## src/design/lpt_pkg.sv

```systemverilog
package lpt_pkg;

    localparam int ADDR_W = 4;
    localparam int DATA_W = 32;
    localparam int CNT_W  = 16;
    localparam int CODE_W = 4;
    localparam int SEL_W  = 2;
    localparam int NSRC   = 4;

    // Byte offsets of the registers
    localparam logic [ADDR_W-1:0] OFS_CTRL  = 4'h0;
    localparam logic [ADDR_W-1:0] OFS_PRESC = 4'h4;
    localparam logic [ADDR_W-1:0] OFS_MATCH = 4'h8;
    localparam logic [ADDR_W-1:0] OFS_COUNT = 4'hc;

    // Control register layout
    localparam int CTRL_ON_BIT   = 0;
    localparam int CTRL_MODE_BIT = 1;
    localparam int CTRL_FREE_BIT = 2;
    localparam int CTRL_POL_BIT  = 3;
    localparam int CTRL_PIN_LSB  = 4;
    localparam int CTRL_FLAG_BIT = 7;

    // Prescale register layout
    localparam int PSR_SRC_LSB  = 0;
    localparam int PSR_BYP_BIT  = 2;
    localparam int PSR_CODE_LSB = 3;

    // Byte lanes
    localparam int LANE0 = 0;
    localparam int LANE1 = 1;

    localparam logic [CNT_W-1:0]  CNT_ZERO  = 16'h0000;
    localparam logic [CNT_W-1:0]  CNT_ONE   = 16'h0001;
    localparam logic [CNT_W-1:0]  MATCH_RST = 16'h0000;
    localparam logic [DATA_W-1:0] DATA_ZERO = 32'h0000_0000;
    localparam logic [31:0]       DIV_BASE  = 32'h0000_0002;
    localparam logic [31:0]       ONE_32    = 32'h0000_0001;

    typedef enum logic [1:0] {
        LPT_IDLE = 2'b01,
        LPT_ACK  = 2'b10
    } lpt_phase_t;

    typedef struct packed {
        lpt_phase_t              phase;
        logic                    bus_wait;
        logic [DATA_W-1:0]       rdata;
        logic                    timer_on;
        logic                    pulse_mode;
        logic                    free_run;
        logic                    pin_pol;
        logic [SEL_W-1:0]        pin_sel;
        logic [CODE_W-1:0]       div_code;
        logic                    filter_bypass;
        logic [SEL_W-1:0]        source_clock_select;
        logic [CNT_W-1:0]        match_reg;
        logic [CNT_W-1:0]        count_reg;
        logic [CNT_W-1:0]        hold_reg;
        logic                    match_flag;
        logic                    trigger;
        logic                    src_prev;
        logic                    pin_prev;
        logic [CNT_W-1:0]        presc_cnt;
        logic                    filt_out;
        logic [CNT_W-1:0]        filt_cnt;
    } lpt_state_t;

    localparam lpt_state_t LPT_STATE_RST = '{
        phase:               LPT_IDLE,
        bus_wait:            1'b1,
        rdata:               32'h0000_0000,
        timer_on:            1'b0,
        pulse_mode:          1'b0,
        free_run:            1'b0,
        pin_pol:             1'b0,
        pin_sel:             2'h0,
        div_code:            4'h0,
        filter_bypass:       1'b0,
        source_clock_select: 2'h0,
        match_reg:           16'h0000,
        count_reg:           16'h0000,
        hold_reg:            16'h0000,
        match_flag:          1'b0,
        trigger:             1'b0,
        src_prev:            1'b0,
        pin_prev:            1'b1,
        presc_cnt:           16'h0000,
        filt_out:            1'b1,
        filt_cnt:            16'h0000
    };

endpackage

```

## src/design/lpt_timer.sv

```systemverilog
`timescale 1ns/1ps
`default_nettype none

module lpt_timer
    import lpt_pkg::*;
(
    input  wire logic              mclk,
    input  wire logic              reset_n,
    input  wire logic [ADDR_W-1:0] avs_address,
    input  wire logic              avs_read,
    input  wire logic              avs_write,
    input  wire logic [DATA_W-1:0] avs_writedata,
    input  wire logic [3:0]        avs_byteenable,
    output logic      [DATA_W-1:0] avs_readdata,
    output logic                   avs_waitrequest,
    input  wire logic [NSRC-1:0]   src_clk,
    input  wire logic [NSRC-1:0]   pulse_in,
    output logic                   hw_trigger
);

    lpt_state_t        st_reg;
    lpt_state_t        st_next;
    logic              wr_go;
    logic              sel_clk;
    logic              src_rise;
    logic              pin_lvl;
    logic              inc;
    logic              hit;
    logic              keep_trig;
    logic [31:0]       wide_mask;
    logic [31:0]       wide_len;
    logic [CNT_W-1:0]  div_mask;
    logic [CNT_W-1:0]  filt_len;
    logic [CNT_W-1:0]  presc_inc;

    assign avs_readdata    = st_reg.rdata;
    assign avs_waitrequest = st_reg.bus_wait;
    assign hw_trigger      = st_reg.trigger;

    always_comb begin
        st_next   = st_reg;
        wr_go     = avs_write && !st_reg.bus_wait;
        sel_clk   = src_clk[st_reg.source_clock_select];
        src_rise  = sel_clk && !st_reg.src_prev;
        pin_lvl   = pulse_in[st_reg.pin_sel] ^ st_reg.pin_pol;
        wide_mask = (DIV_BASE << st_reg.div_code) - ONE_32;
        wide_len  = ONE_32 << st_reg.div_code;
        div_mask  = wide_mask[CNT_W-1:0];
        filt_len  = wide_len[CNT_W-1:0];
        presc_inc = st_reg.presc_cnt + CNT_ONE;
        inc       = 1'b0;
        hit       = 1'b0;
        keep_trig = (st_reg.match_reg == CNT_ZERO) && !st_reg.free_run;

        // Bus handshake: answer one cycle after the request appears
        case (st_reg.phase)
            LPT_IDLE: begin
                if (avs_read || avs_write) begin
                    st_next.phase    = LPT_ACK;
                    st_next.bus_wait = 1'b0;
                end
            end
            LPT_ACK: begin
                st_next.phase    = LPT_IDLE;
                st_next.bus_wait = 1'b1;
            end
            default: begin
                st_next.phase    = LPT_IDLE;
                st_next.bus_wait = 1'b1;
            end
        endcase

        // Read data is built while waitrequest is still high
        if (st_reg.phase == LPT_IDLE && avs_read) begin
            st_next.rdata = DATA_ZERO;
            if (avs_address == OFS_CTRL) begin
                st_next.rdata[CTRL_ON_BIT]   = st_reg.timer_on;
                st_next.rdata[CTRL_MODE_BIT] = st_reg.pulse_mode;
                st_next.rdata[CTRL_FREE_BIT] = st_reg.free_run;
                st_next.rdata[CTRL_POL_BIT]  = st_reg.pin_pol;
                st_next.rdata[CTRL_PIN_LSB +: SEL_W] = st_reg.pin_sel;
                st_next.rdata[CTRL_FLAG_BIT] = st_reg.match_flag;
            end else if (avs_address == OFS_PRESC) begin
                st_next.rdata[PSR_SRC_LSB +: SEL_W] =
                    st_reg.source_clock_select;
                st_next.rdata[PSR_BYP_BIT] = st_reg.filter_bypass;
                st_next.rdata[PSR_CODE_LSB +: CODE_W] = st_reg.div_code;
            end else if (avs_address == OFS_MATCH) begin
                st_next.rdata[CNT_W-1:0] = st_reg.match_reg;
            end else if (avs_address == OFS_COUNT) begin
                st_next.rdata[CNT_W-1:0] = st_reg.hold_reg;
            end
        end

        st_next.src_prev = sel_clk;

        // Time base: raw clock, prescaler, raw pin or glitch filter
        if (st_reg.timer_on) begin
            if (!st_reg.pulse_mode) begin
                if (st_reg.filter_bypass) begin
                    inc = src_rise;
                end else if (src_rise) begin
                    st_next.presc_cnt = presc_inc;
                    inc = (st_reg.presc_cnt & div_mask) == div_mask;
                end
            end else if (st_reg.filter_bypass) begin
                st_next.pin_prev = pin_lvl;
                inc = pin_lvl && !st_reg.pin_prev;
            end else if (src_rise) begin
                if (pin_lvl == st_reg.filt_out) begin
                    st_next.filt_cnt = CNT_ZERO;
                end else if (st_reg.filt_cnt == filt_len - CNT_ONE) begin
                    st_next.filt_out = pin_lvl;
                    st_next.filt_cnt = CNT_ZERO;
                    inc = pin_lvl;
                end else begin
                    st_next.filt_cnt = st_reg.filt_cnt + CNT_ONE;
                end
            end
        end

        // Counter, compare flag and trigger
        if (inc) begin
            hit = st_reg.count_reg == st_reg.match_reg;
            if (hit) begin
                st_next.match_flag = 1'b1;
                st_next.trigger    = 1'b1;
                st_next.count_reg  = st_reg.free_run ?
                    st_reg.count_reg + CNT_ONE : CNT_ZERO;
            end else begin
                st_next.count_reg = st_reg.count_reg + CNT_ONE;
                if (!keep_trig) begin
                    st_next.trigger = 1'b0;
                end
            end
        end

        // Register writes take effect one edge after the wait ends, as waitrequest rises again
        if (wr_go) begin
            if (avs_address == OFS_CTRL) begin
                if (avs_byteenable[LANE0]) begin
                    st_next.timer_on   = avs_writedata[CTRL_ON_BIT];
                    st_next.pulse_mode = avs_writedata[CTRL_MODE_BIT];
                    st_next.free_run   = avs_writedata[CTRL_FREE_BIT];
                    st_next.pin_pol    = avs_writedata[CTRL_POL_BIT];
                    st_next.pin_sel    =
                        avs_writedata[CTRL_PIN_LSB +: SEL_W];
                    // Write one clears, a same-cycle compare still sets
                    if (avs_writedata[CTRL_FLAG_BIT] && !hit) begin
                        st_next.match_flag = 1'b0;
                    end
                end
            end else if (avs_address == OFS_PRESC) begin
                if (avs_byteenable[LANE0]) begin
                    st_next.source_clock_select =
                        avs_writedata[PSR_SRC_LSB +: SEL_W];
                    st_next.filter_bypass =
                        avs_writedata[PSR_BYP_BIT];
                    st_next.div_code =
                        avs_writedata[PSR_CODE_LSB +: CODE_W];
                end
            end else if (avs_address == OFS_MATCH) begin
                if (avs_byteenable[LANE0]) begin
                    st_next.match_reg[7:0] = avs_writedata[7:0];
                end
                if (avs_byteenable[LANE1]) begin
                    st_next.match_reg[15:8] = avs_writedata[15:8];
                end
            end else if (avs_address == OFS_COUNT) begin
                st_next.hold_reg = st_reg.count_reg;
            end
        end

        // Disabled timer holds its internal logic in reset
        if (!st_reg.timer_on) begin
            st_next.count_reg  = CNT_ZERO;
            st_next.match_flag = 1'b0;
            st_next.trigger    = 1'b0;
            st_next.presc_cnt  = CNT_ZERO;
            st_next.filt_cnt   = CNT_ZERO;
            st_next.filt_out   = 1'b1;
            st_next.pin_prev   = 1'b1;
        end
    end

    always_ff @(posedge mclk or negedge reset_n) begin
        if (!reset_n) begin
            st_reg <= LPT_STATE_RST;
        end else begin
            st_reg <= st_next;
        end
    end
endmodule

`default_nettype wire

```

## config.mk

```make
export PLATFORM = sky130hd
export DESIGN_NAME = lpt_timer
export DESIGN_NICKNAME = d
export VERILOG_FILES = /design/src/design/lpt_pkg.sv /design/src/design/lpt_timer.sv
export SDC_FILE = /design/constraint.sdc
export NUM_CORES = 1
export LEC_CHECK = 0
export ABC_AREA = 0
export BUFFER_PORTS_ARGS = -buffer_cell sky130_fd_sc_hd__buf_2
export CORE_ASPECT_RATIO = 1.75
export CORE_MARGIN = 2
export CORE_UTILIZATION = 25
export DETAILED_ROUTE_END_ITERATION = 8
export GPL_TIMING_DRIVEN = 0
export PLACE_DENSITY = 0.42
export RECOVER_POWER = 50
export SLEW_MARGIN = 20
export SYNTH_ARGS = -nofsm -noshare
export SYNTH_HDL_FRONTEND = slang
export SYNTH_SLANG_ARGS = --single-unit
export TNS_END_PERCENT = 30
```

## constraint.sdc

```tcl
create_clock -name mclk -period 4.1 [get_ports mclk]
set_clock_uncertainty 0.15 [all_clocks]
set_input_delay 0.615 -clock mclk [delete_from_list [all_inputs] [get_ports mclk]]
set_output_delay 0.615 -clock mclk [all_outputs]
set_load 0.01 [all_outputs]
```

* After elaboration in Yosys (flattened, before gate mapping)
Index checks and enable logic that the tools add are counted.
Cells by class: add/sub/neg operators 5, multiply operators 0, divide/modulo/power cells 0, $lt $le $gt $ge 2, equality and inequality tests 18, shift operators 2, multiplexer cells 49, bitwise gates (word level) 5, reductions and logical operators 24
Operator list (count):
- 16-bit two-way mux | 11
- 17-bit two-way mux | 3
- 16-bit by 1-bit adder with 16-bit output (second input constant) | 3
- 16-bit equality test | 3
- 34-bit two-way mux | 1
- 16-bit by 1-bit subtractor with 16-bit output (second input constant) | 2
- 1-bit two-way mux | 24
- 5-bit AND reduction | 4
- 16-bit bitwise AND | 1
- 16-bit zero test | 1
- 1-bit by 4-bit << shifter with 16-bit output (first input constant) | 1
- 2-bit by 4-bit << shifter with 16-bit output (first input constant) | 1
- 2-bit inequality test (second input constant) | 6
- 9-bit two-way mux | 1
- 3-bit AND reduction | 3
- 4-bit equality test (second input constant) | 2
- 8-bit two-way mux | 1
- 7-bit two-way mux | 1
- 1-bit logical AND | 6
- 2-bit by 3-bit less-than comparator with 1-bit output (second input constant) | 2
- 3-bit two-way mux | 2
- 6-bit two-way mux | 1
- 2-bit by 1-bit inequality test with 1-bit output (second input constant) | 3
- 1-bit zero test | 5
- 12 further kinds | 17
Word-level totals: bits in registers 117, latch bits 0, bits in writable memories 0, ROM bits 0, bits of input ports 52, output and inout port bits 34, word-level logic and storage cells 127, memories kept 0

* Logic depth before layout (Yosys ltp)
word-level depth 17, depth in mapped cells 16

* Least setup slack after synthesis
OpenSTA, ideal clock, no wires.
kind reg2reg, from reg st_reg[89] in the netlist's numbering, to reg st_reg[59] in the netlist's numbering, arrival time 3241 ps, data required time 3858 ps, path slack 617 ps, stages on the path, launching flop included 16, path buffers 5, cell sequence dfrtp_1 buf_2 buf_2 nor3_1 nand2_1 ha_1 buf_4 buf_6 nand2_1 a211oi_1 a2111oi_4 nand4_1 o41ai_4 o21ai_2 buf_6 o31ai_2
On the way: longest elaborated chain between the ends 10, elaborated cells between the ends (all ways) 16, classes of those cells add/sub (2); eq/ne (3); shift (2); mux (8); bitwise (1)
RTL lines:
- start, declared | RTL line lpt_timer.sv:21 | lpt_state_t st_reg;
- start signal, assigned | RTL line lpt_timer.sv:190 | st_reg <= st_next;
- 1-bit by 4-bit << shifter with 16-bit output | RTL line lpt_timer.sv:47 | wide_len = ONE_32 << st_reg.div_code;
- 16-bit by 1-bit subtractor with 16-bit output | RTL line lpt_timer.sv:112 | end else if (st_reg.filt_cnt == filt_len - CNT_ONE) begin
- 16-bit equality test | RTL line lpt_timer.sv:112
- 1-bit two-way mux | RTL line lpt_timer.sv:112
- 1-bit two-way mux | RTL line lpt_timer.sv:110 | if (pin_lvl == st_reg.filt_out) begin
- 1-bit two-way mux | RTL line lpt_timer.sv:109 | end else if (src_rise) begin
- 1-bit two-way mux | RTL line lpt_timer.sv:106 | end else if (st_reg.filter_bypass) begin
- 1-bit two-way mux * | RTL line lpt_timer.sv:99 | if (!st_reg.pulse_mode) begin
- 1-bit two-way mux * | RTL line lpt_timer.sv:98 | if (st_reg.timer_on) begin
- 2-bit by 1-bit inequality test with 1-bit output (no line) *
Every way passes the cells marked *; elsewhere a longest branch is shown, timed or not. A chain may end at the register's enable or synchronous reset.

* Worst setup path in the final report
from reg st_reg[89] in the netlist's numbering, to reg st_reg[56] in the netlist's numbering
The elaborated chain is that of the path after synthesis.

==> impl_metrics.toml <==
[status]
outcome = "finished, violations left"
violations = "capacitance limit, slew limit"

[worst_setup_path]
crit_arrival_ns = 4.08
reg2reg_from = "st_reg[89]"
criticalPathCategory = "reg -> reg"
cp_top_family = "simple AND/OR/NAND/NOR gates"
crit_buf_inv = 5
required_ns = 4.30
startpoint = "st_reg[89]"
crit_path_max_fanout = 10
slowest_delay_ns = 0.37
startpoint_type = "flip-flop"
crit_top_cell = "buf_2"
slowest_stage = "dfrtp_1"
crit_chain = "buf_2, buf_2, nor3_4, nand2_1, ha_1, buf_4, or3_1, a211o_1, nor2_1, nor4_1, and4_1, buf_2, clkbuf_4, nor3_1, o2bb2ai_1"
worst_setup_path_end_kind = "flip-flop"

[route]
dr.pass1.iters = 4
route.detailed.drc = 0
wl_um = 23300
drt_iter0_drc = 354
ant_nets = 0
wl_per_cell_um = 19.0
viasPerCell = 4.92
vias = 6024

[clock_tree]
cts_max_path_buffers = 2
htree_levels = 4
clkLatencyLatePin_ns = 0.43
cts_sinks = 116
cts_tree = "built"
clkTransAtPathRegs_ns = 0.06
cts-root-buf = "clkbuf_16"
numCtsBuffers = 17

[power]
power_mw = 4.30
p_leak_nw = 3.61
power.density_nw_per_um2 = 512
ir_drop_mv = 0.299

[synth]
syn_area_sq_um = 6970
synth_flop_cell = "dfrtp_1"
synth_edf_count = 0
synth-async-reset-ratio = 1.00
syn_area_per_cell_sq_um = 9.27
ys_warn_count = 0
ys_seq_area_frac = 0.417
synth_seq_cells = 116
syn_inst = 752
post_synth_num_cell_types = 75

[grt]
use_met2 = 0.316
top_usage_layer = "met2"
grt_remaining_overflow = 0
grt_util_met1 = 0.165
grt_usage = 0.167
grt_pass1_wl_um = 36100
antenna_found_initial = 0
use_met3 = 0.0337
grt_max_degree = 86
grt_pass1_vias = 6192

[place]
detailed_place_hpwl_um = 17900
gp_congestion = 0.938
placed_cells = 1187
placed_area_sq_um = 7780
io_buffers = 50

[layout]
final_common_cell = "dfrtp_1"
stdcell_count = 1225
design_area_sq_um = 8400
final_layout_size_suffix_gt1_frac = 0.228
n_fill_cell = 2924
final_cell_mix = "dfrtp_1 (113), nand2_1 (100), o21ai_0 (49)"
area_delta_synth_final_pct = 20.4
largest_register_ffs = 99
regArea_sq_um = 2910
diodes = 0
nNetsFinal = 899
multiInputGateArea_sq_um = 3620
post-route-util = 0.307

[die]
start_util = 0.255
die_area_sq_um = 29300
die_x_um = 130
pin_count = 86
die_h_um = 225
coreArea_sq_um = 27300
row_count = 80

[sta]
min_period_over_period = 0.948
fin_crit_ns = 3.89
max_freq_ghz = 0.257
setup_viol = 0
hold_viol_final = 0
slew_violations = 32
worst_pin_slew_ns = 2.10
relSlewSlack = -0.398

[worst_hold_path]
hold_class = "in -> reg"
hp-start = "avs_read"

[job]
drv_cap = 1
[where the power goes]
| group | leakage, nW | switching (mW) | internal (mW) |
|---|---|---|---|
| clock network | 0.269 | 0.604 | 0.789 |
| logic | 1.82 | 0.807 | 0.539 |
| registers | 1.52 | 0.206 | 1.36 |
[routing by layer]
| metal | part of all wire | wire length, um | up-vias |
|---|---|---|---|
| li1 | - | - | 2868 |
| met1 | 0.35 | 8110 | 2977 |
| met2 | 0.57 | 13200 | 130 |
| met3 | 0.028 | 645 | 49 |
| met4 | 0.056 | 1310 | 0 |
| met5 | 0 | 0 | - |
[cell families (layout without fill, tap and decap cells)]
kind of cell / count (synthesis) / count (layout) / synth area share
AOI/OAI and AO/OA: 165 / 165 / 0.167
xor gates and xnor gates: 32 / 32 / 0.0402
adders and majority gates: 4 / 4 / 0.00718
buffers and inverters: 96 / 185 / 0.0764
DFF: 116 / 116 / 0.417
muxes: 52 / 52 / 0.0849
other: 1 / 16 / 0.000538
and+or+nand+nor: 286 / 286 / 0.207
[metrics by stage]
stage	hold WS (ns)	setup TNS (ns)	setup slack, ns
floorplan	0.169	0	0.617
global placement	0.315	-2.07	-0.190
detailed placement	0.328	-2.08	-0.191
CTS	0.204	0	0.00487
global route	0.248	-0.0111	-0.0111
finish	0.239	0	0.214
[synth_stat cells (5+ instances only)]
cell type | instances | share of area
nor2_1 | 38 | 0.020
or2_2 | 5 | 0.0045
a21oi_1 | 25 | 0.018
buf_2 | 5 | 0.0036
mux2i_1 | 13 | 0.019
and3_1 | 16 | 0.014
o31a_1 | 8 | 0.010
clkbuf_1 | 31 | 0.017
or3_1 | 17 | 0.015
inv_1 | 12 | 0.0065
mux2_2 | 37 | 0.060
o211ai_1 | 7 | 0.0075
xor2_1 | 6 | 0.0075
a211oi_1 | 5 | 0.0054
nand4_1 | 12 | 0.011
dfrtp_1 | 113 | 0.41
o2bb2ai_1 | 5 | 0.0063
a221oi_1 | 6 | 0.0075
xnor2_1 | 26 | 0.033
a31oi_1 | 6 | 0.0054
nor4_1 | 11 | 0.0099
buf_4 | 38 | 0.041
nor3_1 | 10 | 0.0072
a21o_1 | 5 | 0.0054
nand3_1 | 37 | 0.027
nand2_1 | 100 | 0.054
a22oi_1 | 10 | 0.011
o21ai_0 | 49 | 0.035
nand2b_1 | 8 | 0.0072
[layout make-up]
class                      count  area share
clock buffer                  18      0.0511
multi-input combinational    555       0.431
timing repair buffer          58      0.0386
tap                          369      0.0550
inverter                      14     0.00626
clock inverter                14      0.0143
sequential                   116       0.346
buffer                        81      0.0574
[final timing paths]
path | end | slack (ns) | cells past startpoint
max in group asynchronous | st_reg[33] | 1.34 | 3
min in group asynchronous | st_reg[13] | 1.19 | 2
worst min register to register | avs_readdata[13] | 0.34 | 2
worst max register to register | st_reg[56] | 0.21 | 15
worst min-delay path | st_reg[131] | 0.24 | 2
worst max-delay path | st_reg[56] | 0.21 | 15
[what timing repair did]
item	4_1_cts	5_1_grt
gates cloned	0	0
pin swaps	1	0
hold endpoints to repair	31	0
setup endpoints to repair	22	32
hold buffers	1	0
setup buffers	3	3
gates resized for setup	2	6
Note: power is estimated with default switching activity, not from simulation.
